===== src/logic/uart_mcr_pkg.sv =====
// Package: register map, field layout and timing of the modem control block
//
// Behaviour
// Bit 2 set drives aux output A low
// Processor reset output follows bit 2 uninverted
// Bit 3 set drives aux output B low
// Bit 3 enables interrupt pin driver
// Loopback holds serial transmit pin high
// Loopback ignores serial receive pin
// Loopback feeds transmit line into receiver
// Loopback routes control bits to status inputs
// Loopback forces control output pins high
// Loopback keeps receive and transmit interrupts working
// Loopback control bit changes raise modem interrupts
// Bits 5 and 6 always read zero
// Bit 7 in vendor mode stops oscillator
// Power shutdown keeps all register contents
// Clearing bit 7 restarts the port
// Bit 0 set drives terminal ready low
// Bit 1 set drives request to send low
// Loopback maps RTS,DTR,auxA,auxB to CTS,DSR,RI,DCD
// Writes to always-zero bits have no effect
package uart_mcr_pkg;
   // Word address width and word offsets
   localparam int unsigned ADDR_W       = 3;
   localparam logic [2:0]  OFS_MCR      = 3'h0;
   localparam logic [2:0]  OFS_MSR      = 3'h1;
   localparam logic [2:0]  OFS_IRQ_STAT = 3'h2;
   localparam logic [2:0]  OFS_IRQ_MASK = 3'h3;
   localparam logic [2:0]  OFS_DATA     = 3'h4;
   localparam logic [2:0]  OFS_CFG      = 3'h5;
   // Control register fields
   localparam int unsigned B_DTR  = 0;
   localparam int unsigned B_RTS  = 1;
   localparam int unsigned B_AUXA = 2;
   localparam int unsigned B_AUXB = 3;
   localparam int unsigned B_LOOP = 4;
   localparam int unsigned B_PWR  = 7;
   localparam logic [7:0]  MCR_WMASK = 8'h9F;
   localparam logic [7:0]  MCR_RST   = 8'h00;
   // Interrupt status and mask fields
   localparam int unsigned IRQ_W   = 3;
   localparam int unsigned I_MODEM = 0;
   localparam int unsigned I_RX    = 1;
   localparam int unsigned I_TX    = 2;
   localparam logic [2:0]  IRQ_RST = 3'h0;
   // Configuration fields
   localparam int unsigned C_VMODE = 0;
   localparam int unsigned C_BUSY  = 1;
   localparam logic        CFG_RST = 1'b0;
   // Pin input reset levels: dcd_n, ri_n, dsr_n, cts_n, rx
   localparam logic [4:0]  PIN_RST = 5'h1F;
   // Timing: clock cycles per oversample tick, ticks per bit
   localparam int unsigned BAUD_DIV_DEF = 8;
   localparam int unsigned OSR          = 16;
   localparam int unsigned TICK_MAX     = 64;
endpackage


===== src/logic/uart_modem_ctrl_loopback.sv =====
// Modem control register with loopback, power-down and Avalon-MM access
//
// Decided for this implementation: the Avalon-MM interface to the registers and the register addresses.
`timescale 1ns/1ps
module uart_modem_ctrl_loopback #(
   parameter int unsigned BAUD_DIV = uart_mcr_pkg::BAUD_DIV_DEF
) (
   // Clock and reset
   input  wire logic                            i_clk,
   input  wire logic                            i_nrst,
   // Avalon-MM slave
   input  wire logic [uart_mcr_pkg::ADDR_W-1:0] i_address,
   input  wire logic                            i_read,
   input  wire logic                            i_write,
   input  wire logic [31:0]                     i_writedata,
   input  wire logic [3:0]                      i_byteenable,
   output logic [31:0]                          o_readdata,
   output logic                                 o_waitrequest,
   output logic                                 o_irq,
   // Serial and modem input pins
   input  wire logic                            i_serial_rx_in,
   input  wire logic                            i_cts_n,
   input  wire logic                            i_dsr_n,
   input  wire logic                            i_ri_n,
   input  wire logic                            i_dcd_n,
   // Serial and modem output pins
   output logic                                 o_serial_tx_out,
   output logic                                 o_dtr_n,
   output logic                                 o_rts_n,
   output logic                                 o_aux_output_a_n,
   output logic                                 o_aux_output_b_n,
   output logic                                 o_processor_reset_out,
   output logic                                 o_interrupt_pin_o,
   output logic                                 o_interrupt_pin_oe
);
   import uart_mcr_pkg::*;

   localparam int unsigned DW = (BAUD_DIV < 2) ? 1 : $clog2(BAUD_DIV);

   generate
      if (BAUD_DIV < 1 || BAUD_DIV > TICK_MAX) begin : g_chk
         $error("BAUD_DIV must lie in 1..TICK_MAX");
      end
   endgenerate

   // Registers
   logic [7:0]       mcr_reg;
   logic             vmode_reg;
   logic [IRQ_W-1:0] irq_reg;
   logic [IRQ_W-1:0] mask_reg;
   logic [3:0]       delta_reg;
   logic [3:0]       mstat_reg;
   logic             ack_reg;
   logic [31:0]      rdata_reg;
   logic [DW-1:0]    div_reg;
   logic [4:0]       s1_reg;
   logic [4:0]       s2_reg;
   logic [4:0]       s3_reg;
   logic [4:0]       filt_reg;

   // Next values and decode wires
   logic [7:0]       mcr_next;
   logic [IRQ_W-1:0] irq_next;
   logic [3:0]       delta_next;
   logic [3:0]       delta_ev;
   logic [IRQ_W-1:0] irq_ev;
   logic [3:0]       view;
   logic [7:0]       rd_mux;
   logic [7:0]       rx_data;
   logic             req;
   logic             acc;
   logic             wr_lo;
   logic             rd_acc;
   logic             sel_mcr;
   logic             sel_msr;
   logic             sel_stat;
   logic             sel_mask;
   logic             sel_data;
   logic             sel_cfg;
   logic             loop;
   logic             run;
   logic             tick;
   logic             tx_line;
   logic             tx_busy;
   logic             tx_done;
   logic             rx_src;
   logic             rx_valid;

   // Bus handshake: one wait cycle, then accept
   assign req           = i_read || i_write;
   assign acc           = req && ack_reg;
   assign o_waitrequest = req && !ack_reg;
   assign o_readdata    = rdata_reg;
   assign wr_lo         = acc && i_write && i_byteenable[0];
   assign rd_acc        = acc && i_read;

   // Address decode
   assign sel_mcr  = (i_address == OFS_MCR);
   assign sel_msr  = (i_address == OFS_MSR);
   assign sel_stat = (i_address == OFS_IRQ_STAT);
   assign sel_mask = (i_address == OFS_IRQ_MASK);
   assign sel_data = (i_address == OFS_DATA);
   assign sel_cfg  = (i_address == OFS_CFG);

   // Read data select, unmapped reads zero
   assign rd_mux = sel_mcr  ? mcr_reg :
                   sel_msr  ? {mstat_reg, delta_reg} :
                   sel_stat ? {5'h00, irq_reg} :
                   sel_mask ? {5'h00, mask_reg} :
                   sel_data ? rx_data :
                   sel_cfg  ? {6'h00, tx_busy, vmode_reg} : 8'h00;

   // Control register write, dead bits stay zero
   assign mcr_next = (wr_lo && sel_mcr) ? (i_writedata[7:0] & MCR_WMASK) : mcr_reg;
   assign loop     = mcr_reg[B_LOOP];

   // Oscillator stop only in vendor mode
   assign run  = !(vmode_reg && mcr_reg[B_PWR]);
   assign tick = run && (div_reg == DW'(BAUD_DIV - 1));

   // Loopback serial path
   assign rx_src = loop ? tx_line : filt_reg[0];

   // Modem status view: cts, dsr, ri, dcd in bits 0..3
   assign view = loop ? {mcr_reg[B_AUXB], mcr_reg[B_AUXA], mcr_reg[B_DTR], mcr_reg[B_RTS]}
                      : ~filt_reg[4:1];

   // Change events; ring counts on its trailing edge
   assign delta_ev   = {view[3] ^ mstat_reg[3], mstat_reg[2] & ~view[2],
                        view[1:0] ^ mstat_reg[1:0]};
   assign delta_next = (delta_reg & ~{4{rd_acc && sel_msr}}) | delta_ev;

   // Sticky interrupt status, set wins over write-one-clear
   assign irq_ev   = {tx_done, rx_valid, |delta_ev};
   assign irq_next = (irq_reg & ~((wr_lo && sel_stat) ? i_writedata[IRQ_W-1:0] : '0))
                     | irq_ev;

   // Bus acknowledge and read data capture
   always_ff @(posedge i_clk) begin
      if (!i_nrst) begin
         ack_reg   <= 1'b0;
         rdata_reg <= 32'h0000_0000;
      end else begin
         ack_reg <= req && !ack_reg;
         if (i_read && !ack_reg) rdata_reg <= {24'h00_0000, rd_mux};
      end
   end

   // Software registers, held through power shutdown
   always_ff @(posedge i_clk) begin
      if (!i_nrst) begin
         mcr_reg   <= MCR_RST;
         vmode_reg <= CFG_RST;
         mask_reg  <= IRQ_RST;
         irq_reg   <= IRQ_RST;
      end else begin
         mcr_reg <= mcr_next;
         irq_reg <= irq_next;
         if (wr_lo && sel_cfg) vmode_reg <= i_writedata[C_VMODE];
         if (wr_lo && sel_mask) mask_reg <= i_writedata[IRQ_W-1:0];
      end
   end

   // Modem status tracking
   always_ff @(posedge i_clk) begin
      if (!i_nrst) begin
         mstat_reg <= 4'h0;
         delta_reg <= 4'h0;
      end else begin
         mstat_reg <= view;
         delta_reg <= delta_next;
      end
   end

   // Oversample divider, frozen while powered down
   always_ff @(posedge i_clk) begin
      if (!i_nrst) begin
         div_reg <= '0;
      end else if (run) begin
         div_reg <= tick ? '0 : div_reg + DW'(1);
      end
   end

   // Pin synchroniser: a change counts once stages 2 and 3 agree
   always_ff @(posedge i_clk) begin
      if (!i_nrst) begin
         s1_reg   <= PIN_RST;
         s2_reg   <= PIN_RST;
         s3_reg   <= PIN_RST;
         filt_reg <= PIN_RST;
      end else begin
         s1_reg   <= {i_dcd_n, i_ri_n, i_dsr_n, i_cts_n, i_serial_rx_in};
         s2_reg   <= s1_reg;
         s3_reg   <= s2_reg;
         filt_reg <= (s2_reg & s3_reg) | (filt_reg & (s2_reg ^ s3_reg));
      end
   end

   // Output pins; loopback parks controls inactive and line at mark
   always_ff @(posedge i_clk) begin
      if (!i_nrst) begin
         o_serial_tx_out       <= 1'b1;
         o_dtr_n               <= 1'b1;
         o_rts_n               <= 1'b1;
         o_aux_output_a_n      <= 1'b1;
         o_aux_output_b_n      <= 1'b1;
         o_processor_reset_out <= 1'b0;
         o_interrupt_pin_o     <= 1'b0;
         o_interrupt_pin_oe    <= 1'b0;
         o_irq                 <= 1'b0;
      end else begin
         o_serial_tx_out       <= loop || tx_line;
         o_dtr_n               <= loop || !mcr_reg[B_DTR];
         o_rts_n               <= loop || !mcr_reg[B_RTS];
         o_aux_output_a_n      <= loop || !mcr_reg[B_AUXA];
         o_aux_output_b_n      <= loop || !mcr_reg[B_AUXB];
         o_processor_reset_out <= mcr_reg[B_AUXA];
         o_interrupt_pin_oe    <= mcr_reg[B_AUXB];
         o_interrupt_pin_o     <= |(irq_reg & mask_reg);
         o_irq                 <= |(irq_reg & mask_reg);
      end
   end

   // Transmit shift register
   uart_tx_shift #(
      .OSR (OSR)
   ) u_tx (
      .i_clk  (i_clk),
      .i_nrst (i_nrst),
      .i_tick (tick),
      .i_load (wr_lo && sel_data),
      .i_data (i_writedata[7:0]),
      .o_line (tx_line),
      .o_busy (tx_busy),
      .o_done (tx_done)
   );

   // Receive shift register
   uart_rx_shift #(
      .OSR (OSR)
   ) u_rx (
      .i_clk   (i_clk),
      .i_nrst  (i_nrst),
      .i_tick  (tick),
      .i_line  (rx_src),
      .o_data  (rx_data),
      .o_valid (rx_valid)
   );
endmodule


===== src/logic/uart_rx_shift.sv =====
// Receive shift register: samples mid-bit, 8 data bits, one stop bit
`timescale 1ns/1ps
module uart_rx_shift #(
   parameter int unsigned OSR = 16
) (
   // Clock, reset and oversample enable
   input  wire logic       i_clk,
   input  wire logic       i_nrst,
   input  wire logic       i_tick,
   // Serial line
   input  wire logic       i_line,
   // Received character
   output logic [7:0]      o_data,
   output logic            o_valid
);
   localparam int unsigned CW = $clog2(OSR);

   typedef enum logic [1:0] {RX_IDLE, RX_START, RX_DATA, RX_STOP} rx_state_t;

   generate
      if (OSR < 2) begin : g_chk
         $error("OSR must be at least 2");
      end
   endgenerate

   rx_state_t     st_reg;
   logic [CW-1:0] os_reg;
   logic [2:0]    cnt_reg;
   logic [7:0]    sh_reg;
   logic          half;
   logic          full;

   // Sample points within a bit
   assign half = (os_reg == CW'(OSR / 2 - 1));
   assign full = (os_reg == CW'(OSR - 1));

   // Frame state machine
   always_ff @(posedge i_clk) begin
      if (!i_nrst) begin
         st_reg  <= RX_IDLE;
         os_reg  <= '0;
         cnt_reg <= 3'h0;
         sh_reg  <= 8'h00;
         o_data  <= 8'h00;
         o_valid <= 1'b0;
      end else begin
         o_valid <= 1'b0;
         if (i_tick) begin
            os_reg <= os_reg + CW'(1);
            case (st_reg)
               RX_IDLE: begin
                  os_reg <= '0;
                  if (!i_line) st_reg <= RX_START;
               end
               RX_START: begin
                  if (half) begin
                     os_reg  <= '0;
                     cnt_reg <= 3'h0;
                     st_reg  <= i_line ? RX_IDLE : RX_DATA;
                  end
               end
               RX_DATA: begin
                  if (full) begin
                     sh_reg  <= {i_line, sh_reg[7:1]};
                     cnt_reg <= cnt_reg + 3'h1;
                     if (cnt_reg == 3'h7) st_reg <= RX_STOP;
                  end
               end
               RX_STOP: begin
                  if (full) begin
                     o_data  <= sh_reg;
                     o_valid <= i_line;
                     st_reg  <= RX_IDLE;
                  end
               end
               default: st_reg <= RX_IDLE;
            endcase
         end
      end
   end
endmodule


===== src/logic/uart_tx_shift.sv =====
// Transmit shift register: start bit, 8 data bits LSB first, one stop bit
`timescale 1ns/1ps
module uart_tx_shift #(
   parameter int unsigned OSR = 16
) (
   // Clock, reset and oversample enable
   input  wire logic       i_clk,
   input  wire logic       i_nrst,
   input  wire logic       i_tick,
   // Character load
   input  wire logic       i_load,
   input  wire logic [7:0] i_data,
   // Serial line and status
   output logic            o_line,
   output logic            o_busy,
   output logic            o_done
);
   localparam int unsigned CW = $clog2(OSR);

   logic [CW-1:0] os_reg;
   logic [3:0]    bit_reg;
   logic [9:0]    sh_reg;
   logic          bit_end;

   generate
      if (OSR < 2) begin : g_chk
         $error("OSR must be at least 2");
      end
   endgenerate

   // Bit time end and busy state
   assign bit_end = i_tick && (os_reg == CW'(OSR - 1));
   assign o_busy  = (bit_reg != 4'h0);
   assign o_line  = sh_reg[0];

   // Load a frame, then shift one bit per bit time
   always_ff @(posedge i_clk) begin
      if (!i_nrst) begin
         os_reg  <= '0;
         bit_reg <= 4'h0;
         sh_reg  <= 10'h3FF;
         o_done  <= 1'b0;
      end else begin
         o_done <= 1'b0;
         if (!o_busy && i_load) begin
            sh_reg  <= {1'b1, i_data, 1'b0};
            bit_reg <= 4'hA;
            os_reg  <= '0;
         end else if (o_busy && i_tick) begin
            os_reg <= bit_end ? '0 : os_reg + CW'(1);
            if (bit_end) begin
               sh_reg  <= {1'b1, sh_reg[9:1]};
               bit_reg <= bit_reg - 4'h1;
               o_done  <= (bit_reg == 4'h1);
            end
         end
      end
   end
endmodule


===== config.mk =====
export PLATFORM = sky130hd
export DESIGN_NAME = uart_modem_ctrl_loopback
export DESIGN_NICKNAME = d
export VERILOG_FILES = /design/src/logic/uart_mcr_pkg.sv /design/src/logic/uart_modem_ctrl_loopback.sv /design/src/logic/uart_rx_shift.sv /design/src/logic/uart_tx_shift.sv
export SDC_FILE = /design/constraint.sdc
export NUM_CORES = 1
export LEC_CHECK = 0
export ABC_AREA = 1
export BUFFER_PORTS_ARGS = -buffer_cell sky130_fd_sc_hd__buf_2
export CORE_MARGIN = 2
export CORE_UTILIZATION = 36
export CTS_CLUSTER_SIZE = 14
export DETAILED_ROUTE_END_ITERATION = 12
export GPL_TIMING_DRIVEN = 0
export MAX_ROUTING_LAYER = met4
export PLACE_DENSITY = 0.66
export SYNTH_ARGS = -nofsm -noshare
export SYNTH_HDL_FRONTEND = slang
export SYNTH_SLANG_ARGS = --single-unit

===== constraint.sdc =====
create_clock -name i_clk -period 1.7 [get_ports i_clk]
set_input_delay 0 -clock i_clk [delete_from_list [all_inputs] [get_ports i_clk]]
set_output_delay 0 -clock i_clk [all_outputs]
set_load 0.05 [all_outputs]

==> impl_metrics.toml <==
[layout]
layout-drive-gt1-share_pct = 20.6
layout.nets = 730
syn2layout_area_growth_pct = 21.8
largest_reg_flops = 9
utilization_pct = 44.6
fillers = 1262
most-common-layout-cells = "dfxtp_1 (103), nand2_1 (81), inv_1 (62), nor2_1 (57), o21ai_0 (45)"
final_common_cell = "dfxtp_1"
finalInstanceArea_sq_um = 5610
diodes = 0
multiInputGateArea_sq_um = 2080
seq_area_sq_um = 2100

[floorplanning]
fp.dieW_um = 117
fp-row-count = 41
io_pins = 90
core_sq_um = 12600
start_util_pct = 36.6
die-area_sq_um = 13700
die_y_um = 117

[setup_path]
startpoint_type = "flip-flop"
path_class = "reg2reg"
crit_fanout = 10
required_ns = 1.99
endpoint_kind = "flip-flop"
crit_arrival_ns = 1.88

[routing]
drt-pass1-iter-count = 4
drc = 0
ant_nets = 0
wl_mm = 10.3
routedWlPerCell_um = 12.2
drtIter0Drc = 243
vias_per_cell = 4.56
vias = 3838

[place]
pre_cts_ws_ns = -0.107
detailed_place.area_sq_um = 5090
globalplace.congestion = 0.901
numPortBuffers = 37
post-dp-hpwl_mm = 7.84

[global_routing]
overflow = 0
grt_pass1_vias = 3586
grtUsageTotal_pct = 16.0
grt_first_pass_wirelength_mm = 16.6
antenna_found_initial = 0
grt_max_degree = 18

[yosys]
synth_area_sq_um = 4600
async_flop_share_pct = 0
synthFlopType = "dfxtp_1"
yosysSeqAreaShare_pct = 45.7
ys_types = 41
ys_warn_count = 0
syn_area_per_cell_sq_um = 7.96
syn_inst = 578
synth_edf_count = 0
ys_ff_latch = 105

[clocking]
root_buffer = "clkbuf_16"
cts_buffers = 9
clkSinkCount = 105
clk_pin_slew_ns = 0.07
cts_buffer_depth = 2
clk-insertion-delay-late_ns = 0.34
cts_htree_levels = 3
cts_tree = "built"

[timing]
hold_viol = 0
drv_slew = 0
setup_ws_ns = 0.114
fin_crit_ns = 1.59
setup_viol = 0
slew_headroom_pct = 56.0
worstMarginPinSlew_ns = 0.660
fin_crit_sh_pct = 93.3
max_freq_mhz = 630
skew_ns = 0.00457

[status]
status = "finished clean"

[pwr]
peakVddDrop_uv = 487
power.density_nw_per_um2 = 936
p_leak_nw = 2.50
design_power_total_w = 0.00525

[run]
drv_cap = 0

[worst_hold_path]
hold_class = "in2reg"
-- per-stage QoR --
stage               hold WS (ns)  setup TNS (ns)  std cells
global route             0.00866         -0.0129        841
detailed placement         0.187          -0.187        810
finish                    0.0151               0        841
global placement           0.185          -0.179        810
CTS                      0.00977               0        841
floorplan                  0.107               0        601
-- worst max-delay path, stage by stage (launching register included) --
cell     delay [ns]
dfxtp_2        0.35
ha_1           0.15
ha_2           0.20
nand2_4        0.11
nor2_4         0.14
buf_4          0.18
inv_2          0.06
o21ai_0        0.16
and3_1         0.17
-- power by group --
group / leakage, nW / switching, W / internal (W)
sequential: 0.853 / 0.0000280 / 0.00251
clock: 0.155 / 0.000916 / 0.00129
combinational: 1.49 / 0.000341 / 0.000160
total: 2.50 / 0.00128 / 0.00396
-- routing by layer --
layer	track usage, %	part of all wire, %	vias to the layer above
met1	20.4	48	1750
li1	-	-	2000
met2	25.6	47	75
met5	-	0	-
met4	4.39	1.5	0
met3	3.66	3.8	13
-- path summary, 6_finish.rpt --
kind	slack [ns]	startpoint	cells after the start	to
max	0.11	div_reg[0]	8	u_tx.os_reg[2]
min	0.02	i_nrst	3	u_tx.bit_reg[0]
max reg2reg	0.11	div_reg[0]	8	u_tx.os_reg[2]
min reg2reg	0.41	s1_reg[0]	1	s2_reg[0]
-- synthesized netlist by cell type, types with 4 or more instances --
master	instances	area share, %
dfxtp_1	105	46
nand2_1	82	6.7
inv_1	64	5.2
nor2_1	58	4.7
o21ai_0	50	5.4
a21oi_1	41	4.5
nand3_1	33	3.6
buf_4	29	4.7
ha_1	18	4.9
or2_2	16	2.2
nand4_1	8	1.1
o21ai_1	6	0.65
xor2_1	6	1.1
clkbuf_1	5	0.41
inv_2	5	0.41
nor3_1	5	0.54
nand2_2	4	0.54
nor2_2	4	0.54
nor2_4	4	0.98
-- cell families after synthesis --
kind of cell    synth area share [%]
other cells                   0.0815
compound gates                  13.3
fa+ha+maj                       4.89
flops                           45.7
buf+inv                         12.0
simple gates                    23.0
xor+xnor                        1.14
-- area by class of cell --
| type | instances | area share, % |
|---|---|---|
| Timing Repair Buffer | 52 | 5.94 |
| Clock buffer | 9 | 4.02 |
| Buffer | 42 | 5.18 |
| Tap cell | 172 | 3.84 |
| Clock inverter | 7 | 1.70 |
| Multi-Input combinational cell | 384 | 37.1 |
| Sequential cell | 105 | 37.5 |
| Inverter | 70 | 4.73 |
-- what timing repair did --
item,4_1_cts,5_1_grt
endpoints found under the setup margin,10,30
buffers inserted,1,0
gates resized for setup,2,20
endpoints found under the hold margin,17,0
pin swaps,1,1
hold buffers,14,0
Note: power is estimated with default switching activity, not from simulation.
